File: config.mk
export PLATFORM = sky130hd
export DESIGN_NAME = analog_frontend_trim_control_regs
export DESIGN_NICKNAME = d
export VERILOG_FILES = /design/src/hw/afe_trim_pkg.sv /design/src/hw/cmp_output_stage.sv /design/src/hw/analog_frontend_trim_control_regs.sv
export SDC_FILE = /design/constraint.sdc
export NUM_CORES = 1
export LEC_CHECK = 0
export BUFFER_PORTS_ARGS = -buffer_cell sky130_fd_sc_hd__buf_4
export CAP_MARGIN = 20
export CORE_MARGIN = 1
export CORE_UTILIZATION = 35
export CTS_CLUSTER_SIZE = 8
export DETAILED_ROUTE_END_ITERATION = 12
export SETUP_SLACK_MARGIN = 0.4
export SLEW_MARGIN = 10
export SYNTH_ARGS = -nofsm -noshare
export SYNTH_HDL_FRONTEND = slang
export SYNTH_SLANG_ARGS = --single-unit
File: constraint.sdc
create_clock -name ref_clk -period 1.4 [get_ports ref_clk]
set_input_delay 0.28 -clock ref_clk [delete_from_list [all_inputs] [get_ports ref_clk]]
set_output_delay 0.28 -clock ref_clk [all_outputs]
set_load 0.02 [all_outputs]
File: src/hw/afe_trim_pkg.sv
package afe_trim_pkg;

    // ************************************************************
    // register offsets
    // ************************************************************
    localparam int unsigned  ADDR_W                  = 4;
    localparam logic [3:0]   OFF_CMP1_TRIM           = 4'h0;
    localparam logic [3:0]   OFF_CMP_POL_HYS         = 4'h1;
    localparam logic [3:0]   OFF_AMP_CTRL            = 4'h2;
    localparam logic [3:0]   OFF_AMP_TRIM            = 4'h3;

    // ************************************************************
    // reset values
    // ************************************************************
    localparam logic [7:0]   RST_CMP1_TRIM           = 8'h10;
    localparam logic [7:0]   RST_CMP_POL_HYS         = 8'h00;
    localparam logic [7:0]   RST_AMP_CTRL            = 8'h00;
    localparam logic [7:0]   RST_AMP_TRIM            = 8'h20;
    localparam logic [7:0]   READ_IDLE               = 8'h00;

    // ************************************************************
    // field positions
    // ************************************************************
    localparam int unsigned  CMP1_TOP_BIT            = 7;
    localparam int unsigned  CMP1_MODE_BIT           = 6;
    localparam int unsigned  CMP1_REF_BIT            = 5;
    localparam int unsigned  CMP1_TRIM_W             = 5;
    localparam int unsigned  CMP_SEL_BIT             = 6;
    localparam int unsigned  CMP1_INV_BIT            = 5;
    localparam int unsigned  CMP0_INV_BIT            = 4;
    localparam int unsigned  CMP1_HYS_LSB            = 2;
    localparam int unsigned  CMP0_HYS_LSB            = 0;
    localparam int unsigned  HYS_W                   = 2;
    localparam int unsigned  AMP_EN_BIT              = 6;
    localparam int unsigned  AMP_STATUS_BIT          = 5;
    localparam int unsigned  AMP_BW_BIT              = 0;
    localparam int unsigned  AMP_MODE_BIT            = 7;
    localparam int unsigned  AMP_REF_BIT             = 6;
    localparam int unsigned  AMP_TRIM_W              = 6;

endpackage : afe_trim_pkg

File: src/hw/cmp_output_stage.sv
`timescale 1ns/10ps
module cmp_output_stage
    import afe_trim_pkg::*;
(
    input  wire logic  ref_clk,
    input  wire logic  reset,
    input  wire logic  cmp0_raw,
    input  wire logic  cmp1_raw,
    input  wire logic  cmp0_debounced,
    input  wire logic  cmp1_debounced,
    input  wire logic  cmp0_invert,
    input  wire logic  cmp1_invert,
    input  wire logic  cmp_output_select,
    output logic       cmp0_status,
    output logic       cmp1_status,
    output logic       cmp_output
);

    // ************************************************************
    // polarity of each comparator status
    // ************************************************************
    always_ff @(posedge ref_clk) begin
        if (reset) begin
            cmp0_status <= 1'b0;
            cmp1_status <= 1'b0;
        end else begin
            cmp0_status <= cmp0_raw ^ cmp0_invert; // [RQ7]
            cmp1_status <= cmp1_raw ^ cmp1_invert; // [RQ6]
        end
    end

    // ************************************************************
    // common output selection
    // ************************************************************
    always_ff @(posedge ref_clk) begin
        if (reset) begin
            cmp_output <= 1'b0;
        end else begin
            cmp_output <= cmp_output_select ? cmp1_debounced
                                            : cmp0_debounced; // [RQ5]
        end
    end

endmodule : cmp_output_stage

File: src/hw/analog_frontend_trim_control_regs.sv
// What this block does
// RQ1 - comparator 1 trim register top bit has no storage, reads zero
// RQ2 - comparator 1 mode bit: 0 normal, 1 offset calibration
// RQ3 - comparator 1 reference bit: 0 negative input, 1 positive input
// RQ4 - comparator 1 five-bit trim field in low bits, read/write, drives trim
// RQ5 - output select bit: 0 comparator 0 debounced, 1 comparator 1
// RQ6 - comparator 1 polarity bit inverts its status when set
// RQ7 - comparator 0 polarity bit inverts its status when set
// RQ8 - two 2-bit hysteresis fields, comparator 1 upper, comparator 0 lowest
// RQ9 - amplifier enable bit: 0 disabled, 1 enabled
// RQ10 - amplifier status read-only, shows amplifier output in calibration
// RQ11 - amplifier status reads zero outside calibration mode
// RQ12 - bandwidth bit: 0 selects 600 kHz, 1 selects 2 MHz
// RQ13 - amplifier trim register top bit: 0 normal, 1 offset calibration
// RQ14 - amplifier reference bit: 0 negative input, 1 positive input
// RQ15 - amplifier six-bit trim field in low bits, read/write, drives trim
// RQ16 - software sweeps trim up and down, writes truncated average
// RQ17 - writes to status and unimplemented bits are ignored
//
// Local design decisions: the register addresses and the strobed register port.
`timescale 1ns/10ps
module analog_frontend_trim_control_regs
    import afe_trim_pkg::*;
(
    input  wire logic                        ref_clk,
    input  wire logic                        reset,
    input  wire logic [afe_trim_pkg::ADDR_W-1:0] addr,
    input  wire logic [7:0]                  wr_data,
    input  wire logic                        wr_en,
    input  wire logic                        rd_en,
    output logic      [7:0]                  rd_data,
    input  wire logic                        cmp0_raw,
    input  wire logic                        cmp1_raw,
    input  wire logic                        cmp0_debounced,
    input  wire logic                        cmp1_debounced,
    input  wire logic                        amp_output,
    output logic                             cmp1_cal_mode,
    output logic                             cmp1_cal_ref_select,
    output logic      [afe_trim_pkg::CMP1_TRIM_W-1:0] cmp1_trim_value,
    output logic                             cmp_output_select,
    output logic                             cmp1_invert,
    output logic                             cmp0_invert,
    output logic      [afe_trim_pkg::HYS_W-1:0] cmp1_hysteresis,
    output logic      [afe_trim_pkg::HYS_W-1:0] cmp0_hysteresis,
    output logic                             cmp0_status,
    output logic                             cmp1_status,
    output logic                             cmp_output,
    output logic                             amp_enable,
    output logic                             amp_bandwidth_select,
    output logic                             amp_cal_mode,
    output logic                             amp_cal_ref_select,
    output logic      [afe_trim_pkg::AMP_TRIM_W-1:0] amp_trim_value
);

    import afe_trim_pkg::*;

    // ************************************************************
    // address decode
    // ************************************************************
    function automatic logic hit(input logic [ADDR_W-1:0] a,
                                 input logic [ADDR_W-1:0] off);
        hit = (a == off);
    endfunction : hit

    logic  wr_cmp1;
    logic  wr_pol;
    logic  wr_actl;
    logic  wr_atrm;
    logic  amp_status;

    assign wr_cmp1    = wr_en && hit(addr, OFF_CMP1_TRIM);
    assign wr_pol     = wr_en && hit(addr, OFF_CMP_POL_HYS);
    assign wr_actl    = wr_en && hit(addr, OFF_AMP_CTRL);
    assign wr_atrm    = wr_en && hit(addr, OFF_AMP_TRIM);
    assign amp_status = amp_cal_mode & amp_output; // [RQ10] [RQ11]

    // ************************************************************
    // comparator 1 trim register
    // ************************************************************
    always_ff @(posedge ref_clk) begin
        if (reset) begin
            cmp1_cal_mode       <= RST_CMP1_TRIM[CMP1_MODE_BIT];
            cmp1_cal_ref_select <= RST_CMP1_TRIM[CMP1_REF_BIT];
            cmp1_trim_value     <= RST_CMP1_TRIM[CMP1_TRIM_W-1:0];
        end else if (wr_cmp1) begin
            cmp1_cal_mode       <= wr_data[CMP1_MODE_BIT]; // [RQ2]
            cmp1_cal_ref_select <= wr_data[CMP1_REF_BIT]; // [RQ3]
            cmp1_trim_value     <= wr_data[CMP1_TRIM_W-1:0]; // [RQ4]
        end
    end

    // ************************************************************
    // shared comparator polarity and hysteresis register
    // ************************************************************
    always_ff @(posedge ref_clk) begin
        if (reset) begin
            cmp_output_select <= RST_CMP_POL_HYS[CMP_SEL_BIT];
            cmp1_invert       <= RST_CMP_POL_HYS[CMP1_INV_BIT];
            cmp0_invert       <= RST_CMP_POL_HYS[CMP0_INV_BIT];
            cmp1_hysteresis   <= RST_CMP_POL_HYS[CMP1_HYS_LSB +: HYS_W];
            cmp0_hysteresis   <= RST_CMP_POL_HYS[CMP0_HYS_LSB +: HYS_W];
        end else if (wr_pol) begin
            cmp_output_select <= wr_data[CMP_SEL_BIT]; // [RQ5]
            cmp1_invert       <= wr_data[CMP1_INV_BIT]; // [RQ6]
            cmp0_invert       <= wr_data[CMP0_INV_BIT]; // [RQ7]
            cmp1_hysteresis   <= wr_data[CMP1_HYS_LSB +: HYS_W]; // [RQ8]
            cmp0_hysteresis   <= wr_data[CMP0_HYS_LSB +: HYS_W]; // [RQ8]
        end
    end

    // ************************************************************
    // amplifier control register
    // ************************************************************
    always_ff @(posedge ref_clk) begin
        if (reset) begin
            amp_enable           <= RST_AMP_CTRL[AMP_EN_BIT];
            amp_bandwidth_select <= RST_AMP_CTRL[AMP_BW_BIT];
        end else if (wr_actl) begin
            // status and unused bits of the write are dropped [RQ17]
            amp_enable           <= wr_data[AMP_EN_BIT]; // [RQ9]
            amp_bandwidth_select <= wr_data[AMP_BW_BIT]; // [RQ12]
        end
    end

    // ************************************************************
    // amplifier trim register
    // ************************************************************
    always_ff @(posedge ref_clk) begin
        if (reset) begin
            amp_cal_mode       <= RST_AMP_TRIM[AMP_MODE_BIT];
            amp_cal_ref_select <= RST_AMP_TRIM[AMP_REF_BIT];
            amp_trim_value     <= RST_AMP_TRIM[AMP_TRIM_W-1:0];
        end else if (wr_atrm) begin
            amp_cal_mode       <= wr_data[AMP_MODE_BIT]; // [RQ13]
            amp_cal_ref_select <= wr_data[AMP_REF_BIT]; // [RQ14]
            amp_trim_value     <= wr_data[AMP_TRIM_W-1:0]; // [RQ15]
        end
    end

    // ************************************************************
    // read path
    // ************************************************************
    logic [7:0] next_rd_data;

    always_comb begin
        next_rd_data = READ_IDLE;
        if (rd_en) begin
            case (addr)
                OFF_CMP1_TRIM: begin
                    // top bit has no storage [RQ1]
                    next_rd_data[CMP1_MODE_BIT]       = cmp1_cal_mode;
                    next_rd_data[CMP1_REF_BIT]        = cmp1_cal_ref_select;
                    next_rd_data[CMP1_TRIM_W-1:0]     = cmp1_trim_value;
                end
                OFF_CMP_POL_HYS: begin
                    next_rd_data[CMP_SEL_BIT]           = cmp_output_select;
                    next_rd_data[CMP1_INV_BIT]          = cmp1_invert;
                    next_rd_data[CMP0_INV_BIT]          = cmp0_invert;
                    next_rd_data[CMP1_HYS_LSB +: HYS_W] = cmp1_hysteresis;
                    next_rd_data[CMP0_HYS_LSB +: HYS_W] = cmp0_hysteresis;
                end
                OFF_AMP_CTRL: begin
                    next_rd_data[AMP_EN_BIT]     = amp_enable;
                    next_rd_data[AMP_STATUS_BIT] = amp_status; // [RQ10]
                    next_rd_data[AMP_BW_BIT]     = amp_bandwidth_select;
                end
                OFF_AMP_TRIM: begin
                    next_rd_data[AMP_MODE_BIT]     = amp_cal_mode;
                    next_rd_data[AMP_REF_BIT]      = amp_cal_ref_select;
                    next_rd_data[AMP_TRIM_W-1:0]   = amp_trim_value;
                end
                default: begin
                    next_rd_data = READ_IDLE;
                end
            endcase
        end
    end

    always_ff @(posedge ref_clk) begin
        if (reset) begin
            rd_data <= READ_IDLE;
        end else begin
            rd_data <= next_rd_data;
        end
    end

    // ************************************************************
    // comparator status and output stage
    // ************************************************************
    cmp_output_stage u_stage (
        .ref_clk           (ref_clk),
        .reset             (reset),
        .cmp0_raw          (cmp0_raw),
        .cmp1_raw          (cmp1_raw),
        .cmp0_debounced    (cmp0_debounced),
        .cmp1_debounced    (cmp1_debounced),
        .cmp0_invert       (cmp0_invert),
        .cmp1_invert       (cmp1_invert),
        .cmp_output_select (cmp_output_select),
        .cmp0_status       (cmp0_status),
        .cmp1_status       (cmp1_status),
        .cmp_output        (cmp_output)
    );

    // ************************************************************
    // checks
    // ************************************************************
    a_cmp1_top_zero: assert property ( // [RQ1]
        @(posedge ref_clk) disable iff (reset)
        wr_cmp1 && wr_data[CMP1_TOP_BIT] ##1 rd_en && hit(addr, OFF_CMP1_TRIM)
        |=> rd_data[CMP1_TOP_BIT] == 1'b0)
        else $error("comparator 1 trim top bit read nonzero");

    a_cmp1_mode_wr: assert property ( // [RQ2]
        @(posedge ref_clk) disable iff (reset)
        wr_cmp1 |=> cmp1_cal_mode == $past(wr_data[CMP1_MODE_BIT]))
        else $error("comparator 1 mode not written");

    a_cmp1_ref_rb: assert property ( // [RQ3]
        @(posedge ref_clk) disable iff (reset)
        wr_cmp1 ##1 rd_en && hit(addr, OFF_CMP1_TRIM)
        |=> rd_data[CMP1_REF_BIT] == $past(wr_data[CMP1_REF_BIT], 2))
        else $error("comparator 1 reference readback wrong");

    a_cmp1_trim_rb: assert property ( // [RQ4]
        @(posedge ref_clk) disable iff (reset)
        wr_cmp1 ##1 (!wr_cmp1 && rd_en && hit(addr, OFF_CMP1_TRIM))
        |=> rd_data[CMP1_TRIM_W-1:0] == $past(wr_data[CMP1_TRIM_W-1:0], 2)
            && cmp1_trim_value == $past(wr_data[CMP1_TRIM_W-1:0], 2))
        else $error("comparator 1 trim readback wrong");

    a_out_select: assert property ( // [RQ5]
        @(posedge ref_clk) disable iff (reset)
        wr_pol ##1 (!wr_pol && cmp1_debounced != cmp0_debounced)
        |=> cmp_output == ($past(wr_data[CMP_SEL_BIT], 2)
                           ? $past(cmp1_debounced) : $past(cmp0_debounced)))
        else $error("common comparator output selection wrong");

    a_cmp1_polarity: assert property ( // [RQ6]
        @(posedge ref_clk) disable iff (reset)
        wr_pol ##1 !wr_pol
        |=> cmp1_status == ($past(cmp1_raw) ^ $past(wr_data[CMP1_INV_BIT], 2)))
        else $error("comparator 1 polarity wrong");

    a_cmp0_polarity: assert property ( // [RQ7]
        @(posedge ref_clk) disable iff (reset)
        wr_pol ##1 !wr_pol
        |=> cmp0_status == ($past(cmp0_raw) ^ $past(wr_data[CMP0_INV_BIT], 2)))
        else $error("comparator 0 polarity wrong");

    a_hys_fields: assert property ( // [RQ8]
        @(posedge ref_clk) disable iff (reset)
        wr_pol |=> cmp1_hysteresis == $past(wr_data[CMP1_HYS_LSB +: HYS_W])
                   && cmp0_hysteresis == $past(wr_data[CMP0_HYS_LSB +: HYS_W]))
        else $error("hysteresis fields misplaced");

    a_amp_enable: assert property ( // [RQ9]
        @(posedge ref_clk) disable iff (reset)
        wr_actl |=> amp_enable == $past(wr_data[AMP_EN_BIT]))
        else $error("amplifier enable not written");

    a_amp_status_on: assert property ( // [RQ10]
        @(posedge ref_clk) disable iff (reset)
        rd_en && hit(addr, OFF_AMP_CTRL) && amp_cal_mode
        |=> rd_data[AMP_STATUS_BIT] == $past(amp_output))
        else $error("amplifier status does not follow output");

    a_amp_status_off: assert property ( // [RQ11]
        @(posedge ref_clk) disable iff (reset)
        rd_en && hit(addr, OFF_AMP_CTRL) && !amp_cal_mode
        |=> rd_data[AMP_STATUS_BIT] == 1'b0)
        else $error("amplifier status not zero outside calibration");

    a_amp_bw_rb: assert property ( // [RQ12]
        @(posedge ref_clk) disable iff (reset)
        wr_actl ##1 rd_en && hit(addr, OFF_AMP_CTRL)
        |=> rd_data[AMP_BW_BIT] == $past(wr_data[AMP_BW_BIT], 2))
        else $error("bandwidth readback wrong");

    a_amp_mode_wr: assert property ( // [RQ13]
        @(posedge ref_clk) disable iff (reset)
        wr_atrm |=> amp_cal_mode == $past(wr_data[AMP_MODE_BIT]))
        else $error("amplifier mode not written");

    a_amp_ref_wr: assert property ( // [RQ14]
        @(posedge ref_clk) disable iff (reset)
        wr_atrm |=> amp_cal_ref_select == $past(wr_data[AMP_REF_BIT]))
        else $error("amplifier reference not written");

    a_amp_trim_hold: assert property ( // [RQ15]
        @(posedge ref_clk) disable iff (reset)
        wr_atrm ##1 !wr_atrm[*2]
        |-> amp_trim_value == $past(wr_data[AMP_TRIM_W-1:0], 2))
        else $error("amplifier trim not kept");

    a_ctrl_unused: assert property ( // [RQ17]
        @(posedge ref_clk) disable iff (reset)
        wr_actl ##1 rd_en && hit(addr, OFF_AMP_CTRL)
        |=> rd_data[7] == 1'b0 && rd_data[4:1] == 4'h0
            && amp_enable == $past(wr_data[AMP_EN_BIT], 2))
        else $error("unused amplifier control bits not ignored");

    a_read_idle: assert property (
        @(posedge ref_clk) disable iff (reset)
        !rd_en |=> rd_data == READ_IDLE)
        else $error("read data not idle outside a read");

endmodule : analog_frontend_trim_control_regs

* Word-level counts from Yosys, hierarchy flattened
Cells that the tools add are included.
** Word-level totals
- Word-level logic and storage cells :: 37
- Flip-flop bits (word level) :: 35
- Bits of input ports :: 21
- Output and inout bits :: 35
** Operators by class
- Bitwise logic cells :: 5
- Equal/unequal tests :: 3
- Multiplexer cells :: 4
- Reductions and logical operators :: 7
** Operators with widths (number)
- $pmux 4 s3 :: 1
- $eq 4x2->1 const B :: 2
- $pmux 2 s4 :: 1
- $eq 4x1->1 const B :: 1
- $logic_and 1x1->1 :: 4
- $logic_not 4->1 :: 1
- $pmux 1 s4 :: 1
- $reduce_or 3->1 :: 1
- $not 1->1 :: 2
- $reduce_or 2->1 :: 1
- $xor 1x1->1 :: 2
- $and 1x1->1 :: 1
- $mux 1 :: 1

* Longest topological paths before layout
Gate-level depths: netlist of the first run.
- Depth after elaboration :: 3
- Depth in mapped cells :: 5
- Mapped depth without buffers :: 3

* Modules after synthesis
Synthesis of the first run repeated with hierarchy kept, for this count alone.
** Unflattened totals
- Cell total of the unflattened synthesis :: 135
- Area, all modules :: 1487.7 um^2
** Modules (own cells, without submodules)
- analog_frontend_trim_control_regs :: area each 1388.8 um^2, cells an instance 126, instances 1, seq. area each 640.6 um^2
- cmp_output_stage :: area each 98.8 um^2, cells an instance 9, instances 1, seq. area each 60.1 um^2

* Worst setup path before layout of the first run
No wires, ideal clock.
- Kind :: input -> register
- Start :: in addr[3] (netlist bit)
- End :: reg cmp0_hysteresis[0] (netlist bit)
- Buffers on the path :: 2
- Library setup time :: 0.121 ns
- Arrival time :: 1.386 ns
- Setup slack :: -0.107 ns
- Data required time :: 1.279 ns
- Stages :: 5
- Path through :: or3b_1 -> buf_2 -> or3b_1 -> buf_2 -> mux2i_1
** Between the ends
- Cells in the longest elaborated chain, start to end :: 2
** Ends and longest elaborated chain
- start, declared :: line analog_frontend_trim_control_regs.sv:27 : input wire logic [afe_trim_pkg::ADDR_W-1:0] addr,
- $eq 4x1->1 :: line analog_frontend_trim_control_regs.sv:62 : hit = (a == off);
- $logic_and 1x1->1 :: line analog_frontend_trim_control_regs.sv:72 : assign wr_pol = wr_en && hit(addr, OFF_CMP_POL_HYS);
- end signal, assigned :: line analog_frontend_trim_control_regs.sv:101 : cmp0_hysteresis <= RST_CMP_POL_HYS[CMP0_HYS_LSB +: HYS_W];
- end signal, assigned :: line analog_frontend_trim_control_regs.sv:107 : cmp0_hysteresis <= wr_data[CMP0_HYS_LSB +: HYS_W];
- end, declared :: line analog_frontend_trim_control_regs.sv:44 : output logic [afe_trim_pkg::HYS_W-1:0] cmp0_hysteresis,
Every way passes these cells.
A chain may end at the register's enable or synchronous reset.

* Worst setup path after layout of the first run
- Start :: in addr[3] (netlist bit)
- End :: reg cmp1_trim_value[0] (netlist bit)
** Between the ends
- Cells in the longest elaborated chain, start to end :: 2
** Ends and longest elaborated chain
- $logic_not 4->1 :: line analog_frontend_trim_control_regs.sv:62
- $logic_and 1x1->1 :: line analog_frontend_trim_control_regs.sv:71 : assign wr_cmp1 = wr_en && hit(addr, OFF_CMP1_TRIM);
- end signal, assigned :: line analog_frontend_trim_control_regs.sv:84 : cmp1_trim_value <= RST_CMP1_TRIM[CMP1_TRIM_W-1:0];
- end signal, assigned :: line analog_frontend_trim_control_regs.sv:88 : cmp1_trim_value <= wr_data[CMP1_TRIM_W-1:0];
- end, declared :: line analog_frontend_trim_control_regs.sv:39 : output logic [afe_trim_pkg::CMP1_TRIM_W-1:0] cmp1_trim_value,
Every way passes these cells.

==> flow_summary_export.csv, run 1 <==
group,metric,value,unit
critical_path,worstReg2RegEnd,"rd_data[5]",
placed_design,io_buffers,55,
critical_path,reg2reg_depth,3,
global_routing,grt_overflow,0,
clock_tree,clock_sinks,35,
min_path,hp-class,"input pin to flip-flop",
power,p_sw,0.0004813,W
critical_path,crit_chain,"buf_6 -> or3b_4 -> buf_6 -> nor3_2 -> buf_4 -> mux2i_1",
route,routedWlPerCell,14.37,microns
placed_design,place_area,2024,sq um
critical_path,slowest_delay,0.43,ns
route,ant_nets,0,
global_routing,grtUsageTotal,18.47,%
timing,hold_viol,0,
critical_path,cpLargestDelayFamily,"simple AND/OR/NAND/NOR gates",
critical_path,cp-start-kind,"input pin",
critical_path,cp_max_fo,6,
cells_and_area,layout_commonest_cell,"buf_4",
critical_path,rrSetupSlack,0.25,ns
global_routing,grt_start_max_net_pins,21,
cells_and_area,drive_gt1_share,62.67,%
clock_tree,cts_max_level,2,
power,leakagePower,1.111,nW
route,vias,1296,
power,power,0.001968,W
clock_tree,cts_buffers,5,
floorplan,dieArea,4578,sq um
cells_and_area,num_antenna_cells,0,
floorplan,design.portCount,56,
cells_and_area,finalInstanceArea,2451,sq um
global_routing,grt_first_pass_wirelength,5892,microns
power,power_frac_comb,11.8,%
timing,grt_setup_unrepaired,"yes",
power,power_density,802.8,nW/um^2
power,cellInternalPower,0.001486,W
yosys,syn_avg_cell_area,10.78,sq um
timing,maxSlewViolCount,0,
clock_tree,tritoncts,"done",
floorplan,row_count,23,
critical_path,startpoint,"addr[3]",
yosys,seq_area_frac_synth,46.43,%
route,vias_per_cell,4.854,
clock_tree,worstSkewPairLatency,0.29,ns
critical_path,criticalPathCategory,"input pin to flip-flop",
floorplan,die_w,67.66,microns
timing,finalCritPeriodShare,85.10,%
timing,worstMarginPinSlew,0.1944,ns
cells_and_area,syn_to_final_growth,62.44,%
critical_path,path_common_cell,"buf_6",
route,drtIter0Drc,36,
critical_path,rr_startpoint,"amp_cal_mode",
clock_tree,clk_path_buf_depth,2,
yosys,synth_cell_type_count,18,
placed_design,gp_congestion,0.7741,
critical_path,cp.required,1.61,ns
yosys,synth_nets,161,
critical_path,end_kind,"flip-flop",
power,swShare,24.46,%
floorplan,coreArea,4058,sq um
critical_path,path_depth,6,
critical_path,crit_end,"cmp1_trim_value[0]",
cells_and_area,final_cell_mix,"buf_4, buf_6, dfxtp_2",
timing,skew,0.005091,ns
cells_and_area,nets,237,
outcome,status,"complete, no violations",
power,clkPwrFrac,36.4,%
min_path,worstHoldStart,"cmp0_raw",
global_routing,grt_pass1_vias,1265,
critical_path,path_buf_inv,3,
timing,fmax,0.8393,GHz
yosys,syn_inst,140,
yosys,ys_ff_latch,35,
route,post-route-drc-count,0,
route,dr.pass1.iters,4,
placed_design,post-dp-hpwl,2566,microns
clock_tree,cts_root_buffer,"clkbuf_8",
global_routing,antenna_found_initial,0,
timing,setup_viol,0,
timing,worst_slew_margin_rel,86.99,%
timing,fin_crit,1.191,ns
power,power.share.sequential,51.8,%
clock_tree,cts_hold_buf,0,
floorplan,die-height,67.66,microns
floorplan,start_util,37.19,%
clock_tree,clk_pin_slew,0.07,ns
route,drt-total-wl,3838,microns
critical_path,worstPathArrival,1.40,ns
power,peakVddDrop,0.4173,mV
run,cap_violations,0,
yosys,syn-cell-area,1509,sq um
yosys,ys_warn_count,0,
critical_path,slowest_stage,"or3b_4",
## tightest hold or removal path, cell delays in order
cell	delay [ns]
buf_4	0.08
xnor2_1	0.05
nor2_1	0.08
## state kept, by name, summed over array words and instances (netlist names), 2 cells and up
signal           count
cmp1_hysteresis      2
amp_trim_value       6
cmp1_trim_value      5
cmp0_hysteresis      2
rd_data              8
## Yosys cell counts
| cell | number | area, sq um |
|---|---|---|
| and2_1 | 9 | 56.30 |
| o2bb2ai_1 | 4 | 35.03 |
| nor2b_1 | 1 | 6.260 |
| xnor2_1 | 2 | 17.52 |
| or3b_2 | 1 | 8.760 |
| nor4b_1 | 1 | 8.760 |
| mux2i_1 | 29 | 290.3 |
| mux4_2 | 3 | 67.56 |
| clkbuf_1 | 8 | 30.03 |
| or3_1 | 1 | 6.260 |
| or3b_1 | 2 | 17.52 |
| nand2b_1 | 31 | 193.9 |
| nor3_2 | 1 | 10.01 |
| dfxtp_1 | 35 | 700.7 |
| nor2_1 | 7 | 26.28 |
| nor3b_2 | 1 | 12.51 |
| and3_1 | 1 | 6.260 |
| buf_2 | 3 | 15.01 |
## layer usage
metal | global-route usage (%) | vias to the layer above | share of wire [%]
li1 | - | 620 | -
met3 | 4.730 | 8 | 5.4
met5 | 0 | - | 0
met4 | 9.574 | 0 | 1.9
met1 | 20.93 | 625 | 43
met2 | 31.56 | 43 | 49
## repair_timing
| item | in CTS | in global routing |
|---|---|---|
| gates resized for setup | 74 | 9 |
| endpoints found under the setup margin | 62 | 62 |
| pin swaps | 6 | 3 |
| setup buffers | 13 | 2 |
## per-stage QoR
step / TNS [ns] / utilization, % / hold WS, ns / std cells / setup WS, ns
2_1_floorplan: -0.4532 / - / 0.4168 / 140 / -0.08901
3_5_place_dp: -3.003 / 49.89 / 0.4827 / 244 / -0.1951
4_1_cts: 0 / 59.20 / 0.2307 / 265 / 0.2048
3_3_place_gp: -2.813 / 49.89 / 0.4772 / 244 / -0.1879
5_1_grt: 0 / 60.41 / 0.2518 / 267 / 0.1722
6_report: 0 / 60.41 / 0.2387 / 267 / 0.2086
## power groups by stage
stage / combinational [W] / clock [W] / sequential (W)
finish: 0.000231 / 0.000717 / 0.00102
floorplan: 0.0000992 / 0 / 0.00106
global placement: 0.000202 / 0 / 0.00104
CTS: 0.000229 / 0.000742 / 0.00102
global route: 0.000248 / 0.000790 / 0.00102
detailed placement: 0.000205 / 0 / 0.00104
## area by class of cell
| cell class | instances | area [sq um] |
|---|---|---|
| Multi-Input combinational cell | 94 | 807.0 |
| Sequential cell | 35 | 749.5 |
| Fill cell | 347 | 1607 |
| Tap cell | 50 | 62.56 |
| Clock buffer | 6 | 72.57 |
| Timing Repair Buffer | 80 | 747.0 |
| Clock inverter | 2 | 12.51 |
## logic make-up (layout without fill, tap and decap cells)
logic type	count (synthesis)	count (layout)	share of synthesized area (%)
muxes	32	32	23.71
xor gates and xnor gates	2	2	1.161
buffers and inverters	11	88	2.985
DFF	35	35	46.43
AOI/OAI and AO/OA	4	4	2.321
and+or+nand+nor	56	56	23.38
## how the worst min path moves through the flow
stage | to | cells past startpoint
after detailed placement | cmp1_cal_ref_select | 2
after global placement | amp_trim_value[0] | 2
final | u_stage.cmp0_status | 3
after global routing | u_stage.cmp_output | 3
after CTS | u_stage.cmp_output | 3
after floorplan | u_stage.cmp0_status | 2
Power figures use the tool's default switching activity.
==> run 2: changes to the inputs <==
- CORE_UTILIZATION: 35 -> 43
- PLACE_DENSITY: default -> 0.74
==> run 2 against run 1 <==
Effect of this change:
- die area shrank 18%
- combinational power is essentially flat
- critical endpoint is now cmp0_hysteresis[0]
- via count shrank 1.3%
==> flow_summary_export.csv, run 2 (same netlist as run 1, synthesis figures left out) <==
group,metric,value,unit
outcome,status,"complete, no violations",
cells_and_area,layout_commonest_cell,"buf_4",
global_routing,grt_start_max_net_pins,22,
critical_path,slowest_stage,"or3b_4",
cells_and_area,drive_gt1_share,62.50,%
floorplan,row_count,21,
critical_path,slowest_delay,0.44,ns
route,routedWlPerCell,14.62,microns
floorplan,die-height,61.24,microns
route,drt-total-wl,3830,microns
critical_path,cp.required,1.63,ns
critical_path,criticalPathCategory,"input pin to flip-flop",
power,leakagePower,1.103,nW
global_routing,grtUsageTotal,22.10,%
cells_and_area,largestRegisters,"rd_data: 8 flops, amp_trim_value: 6 flops, cmp1_trim_value: 5 flops",
timing,worstMarginPinSlew,0.2085,ns
timing,fin_crit,1.143,ns
timing,fmax,0.8751,GHz
critical_path,cp-start-kind,"input pin",
cells_and_area,fill_cells,253,
floorplan,design.portCount,56,
critical_path,end_kind,"flip-flop",
power,peakVddDrop,0.4674,mV
timing,maxSlewViolCount,0,
critical_path,cp_max_fo,7,
run,cap_violations,0,
clock_tree,clk_pin_slew,0.10,ns
floorplan,start_util,45.22,%
timing,worst_slew_margin_rel,86.10,%
critical_path,worstPathArrival,1.38,ns
min_path,hp-class,"input pin to flip-flop",
route,vias_per_cell,4.882,
route,post-route-drc-count,0,
placed_design,io_buffers,55,
critical_path,cpLargestDelayFamily,"simple AND/OR/NAND/NOR gates",
clock_tree,cts_max_level,2,
placed_design,place_area,2004,sq um
placed_design,gp_congestion,0.7260,
timing,setup_viol,0,
clock_tree,worstSkewPairLatency,0.34,ns
cells_and_area,largest_reg_flops,8,
cells_and_area,top_register,"rd_data",
timing,hold_viol,0,
timing,worst_slack,0.2573,ns
clock_tree,clk_path_buf_depth,2,
clock_tree,cts_hold_buf,0,
clock_tree,clock_sinks,35,
global_routing,grt_pass1_vias,1229,
route,vias,1279,
cells_and_area,nets,236,
floorplan,dieArea,3750,sq um
global_routing,antenna_found_initial,0,
cells_and_area,final_core_util,71.77,%
critical_path,path_common_cell,"or3b_4",
route,drtIter0Drc,50,
floorplan,coreArea,3337,sq um
timing,whs,0.1635,ns
critical_path,crit_chain,"buf_6 -> or3b_4 -> or3b_4 -> mux2i_1",
critical_path,path_buf_inv,1,
placed_design,post-dp-hpwl,2479,microns
clock_tree,cts_root_buffer,"clkbuf_4",
global_routing,grt_first_pass_wirelength,5713,microns
route,ant_nets,0,
route,dr.pass1.iters,4,
floorplan,die_w,61.24,microns
power,power_density,740.7,nW/um^2
placed_design,dp_slack,-0.2318,ns
cells_and_area,num_antenna_cells,0,
cells_and_area,syn_to_final_growth,58.71,%
cells_and_area,final_cell_mix,"buf_4, buf_6, dfxtp_2",
timing,grt_setup_unrepaired,"yes",
clock_tree,cts_buffers,5,
timing,skew,0.001622,ns
clock_tree,tritoncts,"done",
timing,finalCritPeriodShare,81.62,%
cells_and_area,finalInstanceArea,2395,sq um
global_routing,grt_overflow,0,
-- run 2: cell count changes in the layout (fill, tap and decap cells not counted) --
cell,change
and2_1,-1
and2_2,+1
buf_4,-1
clkbuf_1,+1
clkbuf_4,+5
clkbuf_8,-5
clkinvlp_4,-1
mux2i_1,+1
mux2i_4,-1
nand2b_1,-1
nand2b_4,+1
nor2b_2,+1
nor2b_4,-1
-- run 2: what timing repair did --
item	4_1_cts	5_1_grt
resized for setup	81	2
pin swaps	5	0
setup buffers	14	2
setup endpoints to repair	62	58
-- run 2: per-stage QoR --
step	power (W)	setup TNS [ns]	std cells
final	0.001774	0	262
after global routing	0.001848	0	262
after CTS	0.001786	0	260
after detailed placement	0.001242	-3.501	238
after global placement	0.001238	-2.752	238
after floorplan	0.001158	-0.4532	140
-- run 2: area by class of cell --
class | count | area (sq um) | area share, %
Multi-Input combinational cell | 94 | 798.3 | 33.33
Clock inverter | 1 | 5.005 | 0.2090
Tap cell | 46 | 57.56 | 2.403
Timing Repair Buffer | 79 | 739.5 | 30.88
Sequential cell | 35 | 749.5 | 31.30
Clock buffer | 7 | 45.04 | 1.881
-- run 2: routing by layer --
metal | track usage (%) | wire (microns) | share of wire, %
met5 | 0 | 0 | 0
met4 | 13.31 | 79 | 2.1
met3 | 5.252 | 131 | 3.4
met1 | 24.06 | 1627 | 42
met2 | 38.82 | 1991 | 52
-- run 2: power by group --
| group | internal, W | switching, W |
|---|---|---|
| Combinational | 0.000129 | 0.000100 |
| Sequential | 0.00101 | 0.0000104 |
| Clock | 0.000196 | 0.000330 |
| Total | 0.00133 | 0.000441 |
-- run 2: path summary, 6_finish.rpt --
path / start / end / slack [ns] / cells after the start
setup / recovery: addr[3] / cmp0_hysteresis[0] / 0.26 / 4
setup reg to reg: amp_cal_mode / rd_data[5] / 0.26 / 3
hold / removal: cmp0_debounced / u_stage.cmp_output / 0.16 / 3
hold reg to reg: cmp1_cal_ref_select / cmp1_cal_ref_select / 0.50 / 2
-- run 2: worst register-to-register path, delay by kind of cell (launching register included) --
family,cells,cell delay [ns]
and+or+nand+nor,2,0.27
DFF,1,0.34
muxes,1,0.44
